**src/common/tx_bp_regs.vh**
```
`ifndef TX_BP_REGS_VH
`define TX_BP_REGS_VH

// ----------------------------------------------------------------
// Register map (byte addresses)
// ----------------------------------------------------------------
`define OFS_CTRL        12'h000
`define OFS_CFG         12'h004
`define OFS_STATUS      12'h008

// ----------------------------------------------------------------
// Control register fields and reset value
// ----------------------------------------------------------------
`define CTRL_FRAC_SRC   7
`define CTRL_PAYLD_CLK  5
`define CTRL_FRAC_EN    4
`define CTRL_EDGE_INV   3
`define CTRL_MUX_EN     2
`define CTRL_SPEED_HI   1
`define CTRL_SPEED_LO   0
`define CTRL_WMASK      8'hBF
`define CTRL_RESET      8'h00

// ----------------------------------------------------------------
// Configuration register and interface speed codes
// ----------------------------------------------------------------
`define CFG_SCLK_DRIVE  0
`define CFG_RESET       1'b0
`define SPEED_BASE      2'h0
`define SPEED_MUX_BIT   2'h1
`define SPEED_MUX_BYTE  2'h2

// ----------------------------------------------------------------
// Clock rates in Hz
// ----------------------------------------------------------------
`define SYS_CLK_HZ      100000000
`define E1_CLK_HZ       2048000
`define MUX_CLK_HZ      16384000
`define FAST_CLK_HZ     32000000

`endif

```
**src/hw/pin_sync.v**
```verilog
`timescale 1ns/1ns
`default_nettype none

// Three-stage synchroniser; the output moves once stages two and three agree
module pin_sync #(
  parameter WIDTH = 1
) (
  input  wire             clk,
  input  wire             rst_n,
  input  wire [WIDTH-1:0] async_in,
  output reg  [WIDTH-1:0] level_q
);

  reg [WIDTH-1:0] s1_q;
  reg [WIDTH-1:0] s2_q;
  reg [WIDTH-1:0] s3_q;
  integer         i;

  // ----------------------------------------------------------------
  // Sync chain with agreement filter
  // ----------------------------------------------------------------
  always @(posedge clk or negedge rst_n)
  begin
    if (!rst_n)
    begin
      s1_q    <= {WIDTH{1'b0}};
      s2_q    <= {WIDTH{1'b0}};
      s3_q    <= {WIDTH{1'b0}};
      level_q <= {WIDTH{1'b0}};
    end
    else
    begin
      s1_q <= async_in;
      s2_q <= s1_q;
      s3_q <= s2_q;
      for (i = 0; i < WIDTH; i = i + 1)
        if (s2_q[i] == s3_q[i])
          level_q[i] <= s3_q[i];
    end
  end

endmodule
`default_nettype wire

```
**src/hw/rate_nco.v**
```verilog
`timescale 1ns/1ns
`default_nettype none

// Phase accumulator: toggles its output at an average of inc/MODULUS per clk
// period so that non-integer ratios to the system clock come out exact on
// average; the cost is up to one system clock of edge jitter.
module rate_nco #(
  parameter [31:0] MODULUS = 32'd100000000
) (
  input  wire        clk,
  input  wire        rst_n,
  input  wire        run,
  input  wire [31:0] inc,
  output reg         clk_q
);

  reg  [31:0] acc_q;
  wire [32:0] sum = {1'b0, acc_q} + {1'b0, inc};

  // ----------------------------------------------------------------
  // Accumulate and toggle on wrap
  // ----------------------------------------------------------------
  always @(posedge clk or negedge rst_n)
  begin
    if (!rst_n)
    begin
      acc_q <= 32'h00000000;
      clk_q <= 1'b0;
    end
    else if (!run)
    begin
      acc_q <= 32'h00000000;
      clk_q <= 1'b0;
    end
    else if (sum >= {1'b0, MODULUS})
    begin
      acc_q <= sum[31:0] - MODULUS;
      clk_q <= ~clk_q;
    end
    else
      acc_q <= sum[31:0];
  end

endmodule
`default_nettype wire

```
**src/hw/tx_backplane_if.v**
```verilog
// Implementation choices: the register addresses and the APB interface to the registers.
`include "tx_bp_regs.vh"
`timescale 1ns/1ns
`default_nettype none

module tx_backplane_if (
  input  wire        pclk,
  input  wire        presetn,
  input  wire        psel,
  input  wire        penable,
  input  wire        pwrite,
  input  wire [11:0] paddr,
  input  wire [31:0] pwdata,
  output reg  [31:0] prdata,
  output reg         pready,
  output reg         pslverr,
  input  wire        tx_serial_clock_i,
  output reg         tx_serial_clock_o,
  output reg         tx_serial_clock_oe,
  input  wire        channel_clock_pin,
  input  wire        tx_serial_data,
  input  wire        tx_mframe_sync,
  input  wire [4:0]  timeslot_id_pins_i,
  output reg  [4:0]  timeslot_id_pins_o,
  output reg  [4:0]  timeslot_id_pins_oe,
  output reg  [3:0]  line_data_q,
  output reg  [3:0]  line_strobe_q,
  output reg         sig_bit_q,
  output reg         sig_strobe_q,
  output reg         frac_bit_q,
  output reg         frac_strobe_q
);

  // ----------------------------------------------------------------
  // Helpers
  // ----------------------------------------------------------------
  // Per-channel bit position (0..4095 in a multiframe) from link bit count
  function [11:0] chan_pos;
    input [13:0] pos;
    input        mux;
    input [1:0]  speed;
    begin
      if (!mux)
        chan_pos = pos[11:0];
      else if (speed == `SPEED_MUX_BYTE)
        chan_pos = {pos[13:5], pos[2:0]};
      else
        chan_pos = pos[13:2];
    end
  endfunction

  // Sample edge from a level pair; data changes on the other edge
  function sample_edge;
    input now;
    input prev;
    input inv;
    begin
      sample_edge = inv ? (now & ~prev) : (~now & prev);
    end
  endfunction

  // ----------------------------------------------------------------
  // Registers
  // ----------------------------------------------------------------
  reg  [7:0]  ctrl_q;
  reg         cfg_drive_q;
  reg  [13:0] pos_q;
  reg         clk_prev_q;
  reg         chclk_prev_q;
  reg  [4:0]  ts_o_d;
  reg  [4:0]  ts_oe_d;
  reg  [31:0] rdata_d;
  reg         addr_ok;

  wire        frac_src    = ctrl_q[`CTRL_FRAC_SRC];
  wire        payload_clk = ctrl_q[`CTRL_PAYLD_CLK];
  wire        frac_en     = ctrl_q[`CTRL_FRAC_EN];
  wire        edge_inv    = ctrl_q[`CTRL_EDGE_INV];
  wire        mux_en      = ctrl_q[`CTRL_MUX_EN];
  wire [1:0]  speed       = ctrl_q[`CTRL_SPEED_HI:`CTRL_SPEED_LO];

  // Base rate means neither multiplexed nor a high-speed code
  wire        base_rate   = ~mux_en & (speed == `SPEED_BASE);
  wire        frac_act    = base_rate & frac_en;
  wire        inv_eff     = base_rate & edge_inv;
  wire        mux_resv    = mux_en & (speed == `SPEED_BASE);

  // ----------------------------------------------------------------
  // Pin synchronisers and clock generators
  // ----------------------------------------------------------------
  wire [5:0]  pins_s;
  wire        sclk_s      = pins_s[0];
  wire        chclk_s     = pins_s[1];
  wire        data_s      = pins_s[2];
  wire        msync_s     = pins_s[3];
  wire        sig_s       = pins_s[4];
  wire        fracd_s     = pins_s[5];
  wire        sclk_free;
  wire        fast_clk;

  // Identifier pins 0 and 1 pass the same chain as the link pins, so data
  // and clock keep their relative timing through synchronisation
  pin_sync #(
    .WIDTH    (6)
  ) u_sync (
    .clk      (pclk),
    .rst_n    (presetn),
    .async_in ({timeslot_id_pins_i[1], timeslot_id_pins_i[0], tx_mframe_sync,
                tx_serial_data, channel_clock_pin, tx_serial_clock_i}),
    .level_q  (pins_s)
  );

  // Serial clock: 2.048 MHz, or 16.384 MHz in multiplexed mode
  rate_nco #(
    .MODULUS  (`SYS_CLK_HZ)
  ) u_sclk_nco (
    .clk      (pclk),
    .rst_n    (presetn),
    .run      (cfg_drive_q),
    .inc      (mux_en ? 2 * `MUX_CLK_HZ : 2 * `E1_CLK_HZ),
    .clk_q    (sclk_free)
  );

  // 32 MHz clock for identifier pin 2, only runs while in use
  rate_nco #(
    .MODULUS  (`SYS_CLK_HZ)
  ) u_fast_nco (
    .clk      (pclk),
    .rst_n    (presetn),
    .run      (frac_act),
    .inc      (2 * `FAST_CLK_HZ),
    .clk_q    (fast_clk)
  );

  // ----------------------------------------------------------------
  // Bit timing
  // ----------------------------------------------------------------
  // Counting always runs on the ungapped clock so the gaps never shift framing
  wire        clk_lvl   = cfg_drive_q ? sclk_free : sclk_s;
  wire        bit_ev    = sample_edge(clk_lvl, clk_prev_q, inv_eff);
  wire        ch_ev     = sample_edge(chclk_s, chclk_prev_q, inv_eff);
  // Sync high means the bit now on the wire is bit 0, even before the counter
  // has been realigned; without this the first bit after sync lands in the
  // lane of the stale count
  wire [13:0] pos_cur   = msync_s ? 14'h0000 : pos_q;
  wire [11:0] cpos      = chan_pos(pos_cur, mux_en, speed);
  wire [4:0]  timeslot  = cpos[7:3];
  wire        overhead  = (timeslot == 5'h00);
  wire        mf_first  = (cpos == 12'h000);
  wire [1:0]  chan_sel  = (speed == `SPEED_MUX_BYTE) ? pos_cur[4:3] : pos_cur[1:0];

  // Link bit counter, realigned by the multiframe sync input
  // The count advances on sample edges only, so a stopped link clock
  // freezes the time-slot number on the pins
  always @(posedge pclk or negedge presetn)
  begin
    if (!presetn)
    begin
      pos_q        <= 14'h0000;
      clk_prev_q   <= 1'b0;
      chclk_prev_q <= 1'b0;
    end
    else
    begin
      clk_prev_q   <= clk_lvl;
      chclk_prev_q <= chclk_s;
      if (bit_ev)
      begin
        if (msync_s)
          pos_q <= 14'h0001;
        else if (!mux_en && pos_q == 14'h0FFF)
          pos_q <= 14'h0000;
        else
          pos_q <= pos_q + 14'h0001;
      end
    end
  end

  // ----------------------------------------------------------------
  // Data capture toward the line side
  // ----------------------------------------------------------------
  // Lane 0 only outside multiplexed mode; the reserved speed code drops
  // every bit rather than guess at a lane order
  always @(posedge pclk or negedge presetn)
  begin
    if (!presetn)
    begin
      line_data_q   <= 4'h0;
      line_strobe_q <= 4'h0;
    end
    else
    begin
      line_strobe_q <= 4'h0;
      if (bit_ev && !mux_en)
      begin
        line_data_q[0]   <= data_s;
        line_strobe_q[0] <= 1'b1;
      end
      else if (bit_ev && !mux_resv)
      begin
        line_data_q[chan_sel]   <= data_s;
        line_strobe_q[chan_sel] <= 1'b1;
      end
    end
  end

  // Signaling and fractional inputs on the identifier pins
  always @(posedge pclk or negedge presetn)
  begin
    if (!presetn)
    begin
      sig_bit_q     <= 1'b0;
      sig_strobe_q  <= 1'b0;
      frac_bit_q    <= 1'b0;
      frac_strobe_q <= 1'b0;
    end
    else
    begin
      sig_strobe_q  <= 1'b0;
      frac_strobe_q <= 1'b0;
      if (bit_ev && (frac_act || !base_rate))
      begin
        sig_bit_q    <= sig_s;
        sig_strobe_q <= 1'b1;
      end
      if (frac_act && !frac_src && ch_ev)
      begin
        frac_bit_q    <= fracd_s;
        frac_strobe_q <= 1'b1;
      end
      else if (frac_act && frac_src && bit_ev && chclk_s)
      begin
        frac_bit_q    <= fracd_s;
        frac_strobe_q <= 1'b1;
      end
    end
  end

  // ----------------------------------------------------------------
  // Pin drive
  // ----------------------------------------------------------------
  // Identifier pin functions per mode
  // Pin 0 in fractional or non-base modes, and pin 1 in fractional mode, turn into inputs by dropping their enables; the value
  // under a low enable is kept at zero so nothing toggles there
  always @*
  begin
    ts_o_d  = timeslot;
    ts_oe_d = 5'h1F;
    if (frac_act)
    begin
      ts_oe_d = 5'h1C;
      ts_o_d  = {timeslot[4], mf_first, fast_clk, 2'b00};
    end
    else if (!base_rate)
    begin
      ts_oe_d = 5'h1E;
      ts_o_d  = {timeslot[4:1], 1'b0};
    end
  end

  // Registered outputs; gapping masks the clock during overhead bits
  always @(posedge pclk or negedge presetn)
  begin
    if (!presetn)
    begin
      timeslot_id_pins_o  <= 5'h00;
      timeslot_id_pins_oe <= 5'h00;
      tx_serial_clock_o   <= 1'b0;
      tx_serial_clock_oe  <= 1'b0;
    end
    else
    begin
      timeslot_id_pins_o  <= ts_o_d;
      timeslot_id_pins_oe <= ts_oe_d;
      tx_serial_clock_oe  <= cfg_drive_q;
      tx_serial_clock_o   <= sclk_free & ~(payload_clk & overhead);
    end
  end

  // ----------------------------------------------------------------
  // APB slave: one wait state so read data come from a flip-flop
  // ----------------------------------------------------------------
  always @*
  begin
    addr_ok = 1'b1;
    rdata_d = 32'h00000000;
    case (paddr)
      `OFS_CTRL:   rdata_d = {24'h000000, ctrl_q & `CTRL_WMASK};
      `OFS_CFG:    rdata_d = {31'h00000000, cfg_drive_q};
      `OFS_STATUS: rdata_d = {23'h000000, base_rate, mux_resv,
                              frac_bit_q, sig_bit_q, timeslot};
      default:     addr_ok = 1'b0;
    endcase
  end

  // A write takes effect only at the edge where pready is seen high; read data are captured one edge earlier
  // Holding the write until then keeps the mode from changing halfway
  // through a transfer that the master has not yet seen complete
  always @(posedge pclk or negedge presetn)
  begin
    if (!presetn)
    begin
      ctrl_q      <= `CTRL_RESET;
      cfg_drive_q <= `CFG_RESET;
      prdata      <= 32'h00000000;
      pready      <= 1'b0;
      pslverr     <= 1'b0;
    end
    else
    begin
      pready  <= psel & penable & ~pready;
      pslverr <= psel & penable & ~pready & ~addr_ok;
      if (psel && penable && !pready)
        prdata <= pwrite ? 32'h00000000 : rdata_d;
      if (psel && penable && pready && pwrite && !pslverr)
      begin
        if (paddr == `OFS_CTRL)
          ctrl_q <= pwdata[7:0] & `CTRL_WMASK;
        if (paddr == `OFS_CFG)
          cfg_drive_q <= pwdata[`CFG_SCLK_DRIVE];
      end
    end
  end

endmodule
`default_nettype wire

```
**config.mk**
```make
export PLATFORM = sky130hd
export DESIGN_NAME = tx_backplane_if
export DESIGN_NICKNAME = d
export VERILOG_FILES = /design/src/hw/pin_sync.v /design/src/hw/rate_nco.v /design/src/hw/tx_backplane_if.v
export VERILOG_INCLUDE_DIRS = /design/src /design/src/common
export SDC_FILE = /design/constraint.sdc
export NUM_CORES = 1
export LEC_CHECK = 0
export BUFFER_PORTS_ARGS = -buffer_cell sky130_fd_sc_hd__buf_2
export CORE_UTILIZATION = 30
export DETAILED_ROUTE_END_ITERATION = 16
export GPL_ROUTABILITY_DRIVEN = 1
export PLACE_DENSITY = 0.56
export SLEW_MARGIN = 20
export SYNTH_ARGS = -nofsm -noshare
export SYNTH_HDL_FRONTEND = slang
export SYNTH_SLANG_ARGS = --single-unit
```
**constraint.sdc**
```tcl
create_clock -name pclk -period 4.6 [get_ports pclk]
set_input_delay 0 -clock pclk [delete_from_list [all_inputs] [get_ports pclk]]
set_output_delay 0 -clock pclk [all_outputs]
set_load 0.02 [all_outputs]
```
Word-level counts from Yosys, hierarchy flattened

Index checks and enable logic that the tools add are counted.

Output and inout port bits: 58
Bits of input ports: 58
Flip-flop bits (word level): 172
Word-level logic and storage cells: 147

Eq/ne operators: 12
$lt $le $gt $ge: 4
Bitwise operators: 24
Muxes and demuxes: 38
Add/subtract/negate cells: 5
Reductions and logical operators: 32

Operators with widths:

| cell                     | count |
|---|---|
| $mux W32                 | 5 |
| $ge A33 B27 Y1 const B   | 2 |
| $sub A32 B27 Y32 const B | 2 |
| $mux W14                 | 3 |
| $add A32 B25 Y33         | 1 |
| $add A32 B26 Y33 const B | 1 |
| $pmux W9 S3              | 1 |
| $mux W25                 | 1 |
| $logic_not A12 Y1        | 2 |
| $mux W1                  | 19 |
| $logic_and A1 B1 Y1      | 15 |
| $add A14 B1 Y14 const B  | 1 |
| $eq A14 B12 Y1 const B   | 1 |
| $and A1 B1 Y1            | 13 |
| $eq A12 B3 Y1 const B    | 1 |
| $eq A12 B4 Y1 const B    | 1 |
| $mux W12                 | 1 |
| $not A1 Y1               | 11 |
| $mux W4                  | 2 |
| $eq A1 B1 Y1             | 6 |
| $logic_not A1 Y1         | 6 |
| $mux W3                  | 2 |
| $reduce_and A2 Y1        | 3 |
| $logic_not A5 Y1         | 1 |
| other kinds (11)         | 14 |

Depth between registers and ports, before layout

Gate-level depths: netlist of run 1.

Depth after elaboration: 9
Depth in mapped cells: 15
Mapped depth without buffers: 12

By module

Synthesis of run 1 repeated with hierarchy kept, for this count alone.

Cell total of the unflattened synthesis: 1294
Area total of the unflattened synthesis: 11611.1 um^2

Modules (own cells, without submodules):

| module          | area an instance (um^2) | cells an instance | times used | sequential area each (um^2) |
|---|---|---|---|---|
| rate_nco        | 3998.8                  | 490               | 2          | 825.8 |
| tx_backplane_if | 2945.3                  | 284               | 1          | 1426.4 |
| pin_sync        | 668.1                   | 30                | 1          | 600.6 |

Worst setup path after synthesis of run 1

Ideal clock, no wire load.

Path kind: register to register
Start point: register ctrl_q[2]
End point: register u_sclk_nco.acc_q[22]
Library setup time: 0.119 ns
Stages on the path, launching flop included: 14
Buffers on the path: 2
Required time: 4.481 ns
Period minus slack after synthesis: 3.677 ns
Arrival: 3.558 ns
Path slack: 0.923 ns
Cells stage by stage: dfrtp_1 clkbuf_1 inv_1 ha_1 a311o_2 a2111oi_4 mux2_2 and2_2 o22a_1 and4_4 buf_6 or3_1 xnor2_1 and2_1

Word-level cells in the longest chain between the ends: 5
Elaborated cells on any way between the ends: 6
Those cells by class: 2 x add/sub; 1 x order compare; 3 x mux

Ends and longest elaborated chain:

| element                                            | RTL line                     | source |
|---|---|---|
| from (decl)                                        | tx_backplane_if.v:65         | `reg [7:0] ctrl_q;` |
| from (signal assigned)                             | tx_backplane_if.v:303        | `` ctrl_q <= `CTRL_RESET; `` |
| from (signal assigned)                             | tx_backplane_if.v:318        | `` ctrl_q <= pwdata[7:0] & `CTRL_WMASK; `` |
| $mux W25 (no source line) *                        | n/a                          |  |
| $add A32 B25 Y33 *                                 | rate_nco.v:18                | `wire [32:0] sum = {1'b0, acc_q} + {1'b0, inc};` |
| $sub A32 B27 Y32 or $ge A33 B27 Y1 (tied branches) | rate_nco.v:37, rate_nco.v:35 |  |
| $mux W32 *                                         | rate_nco.v:35                | `else if (sum >= {1'b0, MODULUS})` |
| $mux W32 *                                         | rate_nco.v:30                | `else if (!run)` |
| to (signal assigned)                               | rate_nco.v:37                | `acc_q <= sum[31:0] - MODULUS;` |
| to (signal assigned)                               | rate_nco.v:41                | `acc_q <= sum[31:0];` |
| to (decl)                                          | rate_nco.v:17                | `reg [31:0] acc_q;` |

Every way passes the cells marked *; elsewhere a longest branch is shown, timed or not.
A chain may end at the register's enable or synchronous reset.

Final worst setup path of run 1

Same ends and word-level chain as after synthesis.

==> impl_results.md, run 1 <==
* Status: completed
* Final Util at 0.359
* Fin. Hold Viols at 0
* Worst VDD drop at 0.000210 V
* Vias per cell at 4.77
* Max_cap viols at 0
* First-pass GRT wire length at 28.1 mm
* DR iter-0 viols at 413
* Buffers & Inverters on Critical Path at 1
* Initial core utilization at 0.309
* Synth warnings at 0
* Share of cells above drive strength 1 at 0.183
* N_diodes at 0
* Post-CTS resize count at 0
* Startpoint types: register
* Post-synth EDFFs at 0
* CP Depth at 11
* Clock sinks at 131
* Hold Crit Start: paddr[10]
* Syn Inst Count at 783
* Sum of negative setup slack at 0 ns
* Final setup skew at 0.0158 ns
* Crit. Startpoint: ctrl_q[2]$_DFFE_PN0P_
* Die X at 161 µm
* DRC at 0
* Worst Hold Depth at 5
* M1 GR Usage at 0.191
* WL final at 16.7 mm
* Setup violators final at 0
* Area of placed instances at 8090 µm²
* Placed Cells at 1,141
* Layout Cells excl Fill at 1,191
* Register area share after synthesis at 0.432
* Worst path top cell family by delay: compound AO/OA/AOI/OAI gates
* M2 GR Usage at 0.207
* Slowest stage delay, CP at 0.49 ns
* PD cells at 304 nW/µm²
* Core Rows at 57
* Grt ovf at 0
* Largest buffer count on any clock path at 2
* CTS tree: done
* Vias in the first global route at 5,538
* Routed len/inst at 14.0 µm
* Drt first pass iters at 4
* Final ANT Viol Nets at 0
* GR peak layer: met2
* Via count at 5,678
* RSZ-0062 raised after global routing: no
* Leakage at 3.87 nW
* Total GRT Usage at 0.135
* Hold crit path type: in2reg
* Crit share post-route at 0.797
* Async SR Flop Fraction at 1.00
* Clk root buf: clkbuf_16
* Crit end category: register
* CP required at 4.91 ns
* Worst slew margin at 0.409
* Synthesis-to-layout area growth at 16.4%
* Total CTS buffers at 17
* GP Congestion at 0.778
* Reg2Reg Launch Point: ctrl_q[2]$_DFFE_PN0P_
* Net count, final at 927
* I/O pins at 116
* Dpl hpwl at 11.5 mm
* Syn avg cell area at 9.70 µm²
* M3 GR Usage at 0.0311
* Slowest-stage cell, CP: a2111oi_4
* Slew @ Worst Pin at 0.886 ns
* Reg clk slew, reported paths at 0.06 ns
* Max-slew violations at 0
* CP max FO at 15
* H-Tree Depth at 4
* Largest net degree at the start of global routing at 93
* Die area at 26,000 µm²
* Initial antenna violation count at 0
* #FFs+latches synth at 131
* Mapped cell area at 7600 µm²
* Worst-case reg-to-reg path depth at 11
* Filler cells at 2,492
* IO buf count at 64
* Critical path arrival at 3.98 ns
* Ys flop type: dfrtp_1
* Skew-Pair Late Insertion Delay at 0.43 ns
* Core box area at 24,600 µm²
* Final instance area at 8840 µm²
* Chip Height at 161 µm
* Crit-path cells: inv_1 -> ha_1 -> a311o_2 -> a2111oi_4 -> mux2_2 -> and2_2 -> o22a_1 -> and4_4 -> or3_1 -> xnor2_1 -> and2_1
* Fin crit period at 3.66 ns
* Max Fclk at 0.273 GHz
* Number of library cell types mapped by synthesis at 90
* CP Class: reg2reg
flip-flops by register name, summed over array words and instances (netlist names), 3 cells and up:
signal and count:
timeslot_id_pins_oe 3, u_sync.level_q 6, u_sync.s3_q 6, line_strobe_q 4
u_sync.s2_q 6, pos_q 14, u_sclk_nco.acc_q 24, u_fast_nco.acc_q 24
line_data_q 4, u_sync.s1_q 6, prdata 9, timeslot_id_pins_o 5
ctrl_q 7
stage by stage:
stage	setup slack (ns)	total power [mW]	hold WS, ns
after floorplan	0.923	1.33	-0.296
after global routing	0.762	2.81	0.136
after CTS	0.950	2.73	0.0849
after detailed placement	0.980	1.38	0.110
after global placement	0.984	1.38	0.110
final	0.936	2.69	0.0963
what timing repair did:
item / CTS / global route
buffers inserted: 0 / 0
hold buffers: 18 / 0
endpoints found under the hold margin: 107 / 0
synth_stat cells, types with 4 or more instances:
master	count	area share
buf_2	6	0.0040
maj3_1	6	0.0079
xor2_1	25	0.029
nand3b_1	5	0.0049
mux2_2	17	0.025
nor3_1	32	0.021
o211ai_1	4	0.0040
ha_1	15	0.025
dfrtp_1	131	0.43
and3_1	5	0.0041
inv_1	24	0.012
o21ai_0	22	0.014
or2_2	7	0.0058
nand2b_1	10	0.0082
or3_1	11	0.0091
nand3_1	22	0.014
a21oi_1	29	0.019
xnor2_1	48	0.055
a31oi_1	8	0.0066
nand2_1	58	0.029
clkbuf_1	20	0.0099
o31ai_1	8	0.0079
buf_4	27	0.027
nor2b_1	10	0.0082
nor2_1	95	0.047
buf_6	4	0.0059
o21a_1	7	0.0069
and2_1	17	0.014
mux2i_1	11	0.014
nand4_1	10	0.0082
nor3b_1	4	0.0040
a211oi_1	4	0.0040
power breakdown:
part	internal, mW	switching, mW	total, mW
Combinational	0.0553	0.0994	0.155
Sequential	1.18	0.0333	1.22
Clock	0.757	0.563	1.32
worst paths after layout:
check	to	slack [ns]
worst max-delay path	u_sclk_nco.acc_q[22]$_DFF_PN0_	0.94
worst min-delay path	prdata[0]$_DFFE_PN0P_	0.1
worst max register to register	u_sclk_nco.acc_q[22]$_DFF_PN0_	0.94
worst min register to register	u_sync.s2_q[3]$_DFF_PN0_	0.35
max in group asynchronous	pos_q[4]$_DFFE_PN0P_	3.28
min in group asynchronous	u_fast_nco.acc_q[8]$_DFFE_PN0P_	0.25
layer usage:
layer  part of all wire  vias to the layer above
met5                  0                        -
met4              0.013                        0
met3              0.033                       14
met2               0.45                      112
met1               0.50                     2724
li1                   -                     2828
cell families after synthesis:
logic type | after synthesis | synth area share
compound gates | 131 | 0.138
fa+ha+maj | 21 | 0.0326
buf+inv | 83 | 0.0608
xor+xnor | 73 | 0.0842
simple gates | 314 | 0.213
other cells | 2 | 0.000989
mux | 28 | 0.0397
flops | 131 | 0.432
final cells by class:
cell class                 count  area [µm²]  share of cell area
clock buffer                  17         425              0.0481
clock inverter                15         144              0.0163
inverter                      24        90.1              0.0102
multi-input combinational    591        3940               0.446
sequential                   131        3280               0.371
tap                          324         405              0.0459
timing repair buffer          89         559              0.0633
cell usage in the layout, fill, tap and decap left out, types with 17 or more instances in the layout:
cell type,instances
buf_2,63
mux2_2,17
nor2_1,95
conb_1,24
nand2_1,58
clkbuf_16,17
nor3_1,32
inv_1,24
o21ai_0,22
dfrtp_1,131
and2_1,17
a21oi_1,29
dlygate4sd3_1,18
nand3_1,22
xor2_1,25
xnor2_1,48
tightest hold or removal path, cell delays in order:
cell and delay, ns:
buf_2 0.07, nor2_1 0.03, nand3_1 0.09, a21oi_1 0.06
a32o_1 0.21
(Power assumes the default switching activity.)
==> run 2: changes to the inputs <==
--- a/config.mk
+++ b/config.mk
@@ -6,11 +6,12 @@
 export SDC_FILE = /design/constraint.sdc
 export NUM_CORES = 1
 export LEC_CHECK = 0
+export ABC_AREA = 1
 export BUFFER_PORTS_ARGS = -buffer_cell sky130_fd_sc_hd__buf_2
 export CORE_UTILIZATION = 30
 export DETAILED_ROUTE_END_ITERATION = 16
 export GPL_ROUTABILITY_DRIVEN = 1
-export PLACE_DENSITY = 0.56
+export PLACE_DENSITY = 0.57
 export SLEW_MARGIN = 20
 export SYNTH_ARGS = -nofsm -noshare
 export SYNTH_HDL_FRONTEND = slang
==> constraint.sdc (replaced) <==
create_clock -name pclk -period 3.2 [get_ports pclk]
set_input_delay 0 -clock pclk [delete_from_list [all_inputs] [get_ports pclk]]
set_output_delay 0 -clock pclk [all_outputs]
set_load 0.02 [all_outputs]
==> impl_results.md, run 2 <==
* Skew-Pair Late Insertion Delay at 0.43 ns
* Drt first pass iters at 5
* Die X at 167 µm
* Post-synth EDFFs at 0
* Biggest registers after layout: u_fast_nco.acc_q: 24 flops, u_sclk_nco.acc_q: 24 flops, pos_q: 14 flops
* DR iter-0 viols at 521
* Max_cap viols at 0
* CP Class: reg2reg
* Clock share of power at 0.496
* Area of placed instances at 8750 µm²
* I/O pins at 116
* Async SR Flop Fraction at 1.00
* Place WS at 0.190 ns
* Via count at 7,155
* Core box area at 26,400 µm²
* CTS tree: done
* Post-synth top area share at 0.403
* Most common cell after layout, fill and taps aside: nand2_1
* Worst VDD drop at 0.000237 V
* Grt ovf at 0
* Fin. Hold Viols at 0
* Number of library cell types mapped by synthesis at 45
* PD cells at 419 nW/µm²
* IO buf count at 64
* Layout Cells excl Fill at 1,554
* Clock sinks at 131
* Crit. Startpoint: ctrl_q[2]$_DFFE_PN0P_
* Final Util at 0.361
* Critical path arrival at 3.25 ns
* Commonest cells after routing, fill and taps aside: 332 x nand2_1, 138 x nor2_1, 131 x dfrtp_1
* Hold crit path type: in2reg
* CP max FO at 14
* Psw at 1.14 mW
* Final Power at 3.99 mW
* Synthesis-to-layout area growth at 17.1%
* Syn Inst Count at 1,118
* H-Tree Depth at 4
* Crit share post-route at 0.917
* Placed Cells at 1,505
* First-pass GRT wire length at 32.8 mm
* Setup WS post-layout at 0.267 ns
* Vias per cell at 4.60
* Synth area leader: dfrtp_1
* Net count, final at 1,279
* N_diodes at 0
* WHS at 0.0703 ns
* Max-slew violations at 0
* Hold Crit Start: paddr[0]
* Total GRT Usage at 0.145
* Final instance area at 9520 µm²
* Largest buffer count on any clock path at 2
* Buffers & Inverters on Critical Path at 3
* RSZ-0062 raised after global routing: no
* Status: completed
* Total CTS buffers at 17
* CP required at 3.52 ns
* Mapped cell area at 8140 µm²
* Share of cells above drive strength 1 at 0.143
* Crit-path cells: buf_4 -> ha_1 -> nand2_1 -> inv_1 -> a21boi_1 -> nand3_2 -> nand3_1 -> nand2_1 -> inv_2 -> nand3_2 -> nor2_8 -> nand3_2 -> nand3b_1 -> nand2_1
* Final ANT Viol Nets at 0
* Area contributors post-synth: dfrtp_1 40%, nand2_1 15%, nor2_1 6.4%, inv_1 5.3%, nand3_1 4.3%
* Count leader, synth: nand2_1
* Die area at 27,800 µm²
* Combinational Power Share at 0.066
* Vias in the first global route at 6,749
* Sum of negative setup slack at 0 ns
* Startpoint types: register
* Synth warnings at 0
* Worst slew margin at 0.436
* Sw frac at 0.285
* GP Congestion at 0.841
* Slowest-stage cell, CP: dfrtp_1
* WL final at 19.2 mm
* Worst path top cell family by delay: simple AND/OR/NAND/NOR gates
* Setup violators final at 0
* Chip Height at 167 µm
* Syn avg cell area at 7.28 µm²
* Initial core utilization at 0.309
* Reg clk slew, reported paths at 0.07 ns
* Register area share after synthesis at 0.403
* Slew @ Worst Pin at 0.846 ns
* Crit end category: register
* Max Fclk at 0.341 GHz
* Slowest stage delay, CP at 0.39 ns
* Dpl hpwl at 14.1 mm
* DRC at 0
* Leakage at 5.00 nW
* Post-CTS setup buffers at 0
* Clk root buf: clkbuf_16
* Ys flop type: dfrtp_1
* Post-synth top cells: 332 x nand2_1, 138 x nor2_1, 131 x dfrtp_1
* Core Rows at 59
* Int Pwr at 2.86 mW
* Final setup skew at 0.0173 ns
* Largest net degree at the start of global routing at 92
* Initial antenna violation count at 0
* #FFs+latches synth at 131
* Flop pwr share at 0.438
* Fin crit period at 2.93 ns
* Routed len/inst at 12.4 µm
* Reg2Reg Launch Point: ctrl_q[2]$_DFFE_PN0P_
[run 2: changes by cell type after synthesis, moves of 17 or more]
cell | before | now
nand2_1 | 58 | 332
and2_1 | 17 | 0
xnor2_1 | 48 | 6
nand4_1 | 10 | 33
o21ai_0 | 22 | 45
inv_1 | 24 | 115
nand2_2 | 0 | 18
nor2_1 | 95 | 138
nand3_1 | 22 | 70
[run 2: per-layer routing]
metal	GRT usage	routed length, µm
met1	0.198	9250
met2	0.236	8950
met3	0.0283	876
met4	0.0346	175
met5	0	0
[run 2: logic make-up (layout without fill, tap and decap cells)]
kind of cell,count (synthesis),in the layout,share of synthesized area
AOI/OAI and AO/OA,100,100,0.0667
xor gates and xnor gates,36,36,0.0397
adders and majority gates,21,21,0.0305
buffers and inverters,172,250,0.0960
DFF,131,131,0.403
muxes,1,1,0.00138
other,2,24,0.000923
and+or+nand+nor,655,656,0.362
[run 2: worst min-delay path: stages]
cell and delay, ns:
buf_2 0.08, nor2_1 0.04, nand4_1 0.18, nand4_1 0.11
inv_1 0.06
[run 2: final timing paths]
check                           cells after the start  slack (ns)                          endpoint
worst max-delay path                               14        0.27  u_sclk_nco.acc_q[11]$_DFFE_PN0P_
worst min-delay path                                5        0.07                 pslverr$_DFF_PN0_
worst max register to register                     14        0.27  u_sclk_nco.acc_q[11]$_DFFE_PN0P_
worst min register to register                      0        0.35          u_sync.s2_q[3]$_DFF_PN0_
max in group asynchronous                           3        2.11        line_data_q[2]$_DFFE_PN0P_
min in group asynchronous                           2        0.20          u_sync.s1_q[4]$_DFF_PN0_
[run 2: layout make-up]
| class | instances | area (µm²) |
|---|---|---|
| Sequential cell | 131 | 3280 |
| Timing Repair Buffer | 92 | 577 |
| Fill cell | 2776 | 16800 |
| Inverter | 126 | 473 |
| Clock buffer | 17 | 425 |
| Multi-Input combinational cell | 838 | 4170 |
| Clock inverter | 15 | 183 |
| Tap cell | 335 | 419 |
[run 2: power groups by stage]
stage	Sequential, mW	Clock (mW)	Combinational, mW
2_1_floorplan	1.79	0	0.153
3_3_place_gp	1.78	0	0.247
3_5_place_dp	1.78	0	0.254
4_1_cts	1.75	2.03	0.268
5_1_grt	1.76	2.10	0.297
6_report	1.75	1.98	0.262
[run 2: what timing repair did]
action                                  CTS  global route
hold buffers                             16             0
endpoints found under the setup margin    0            12
resized for setup                         0             0
endpoints found under the hold margin   108             0
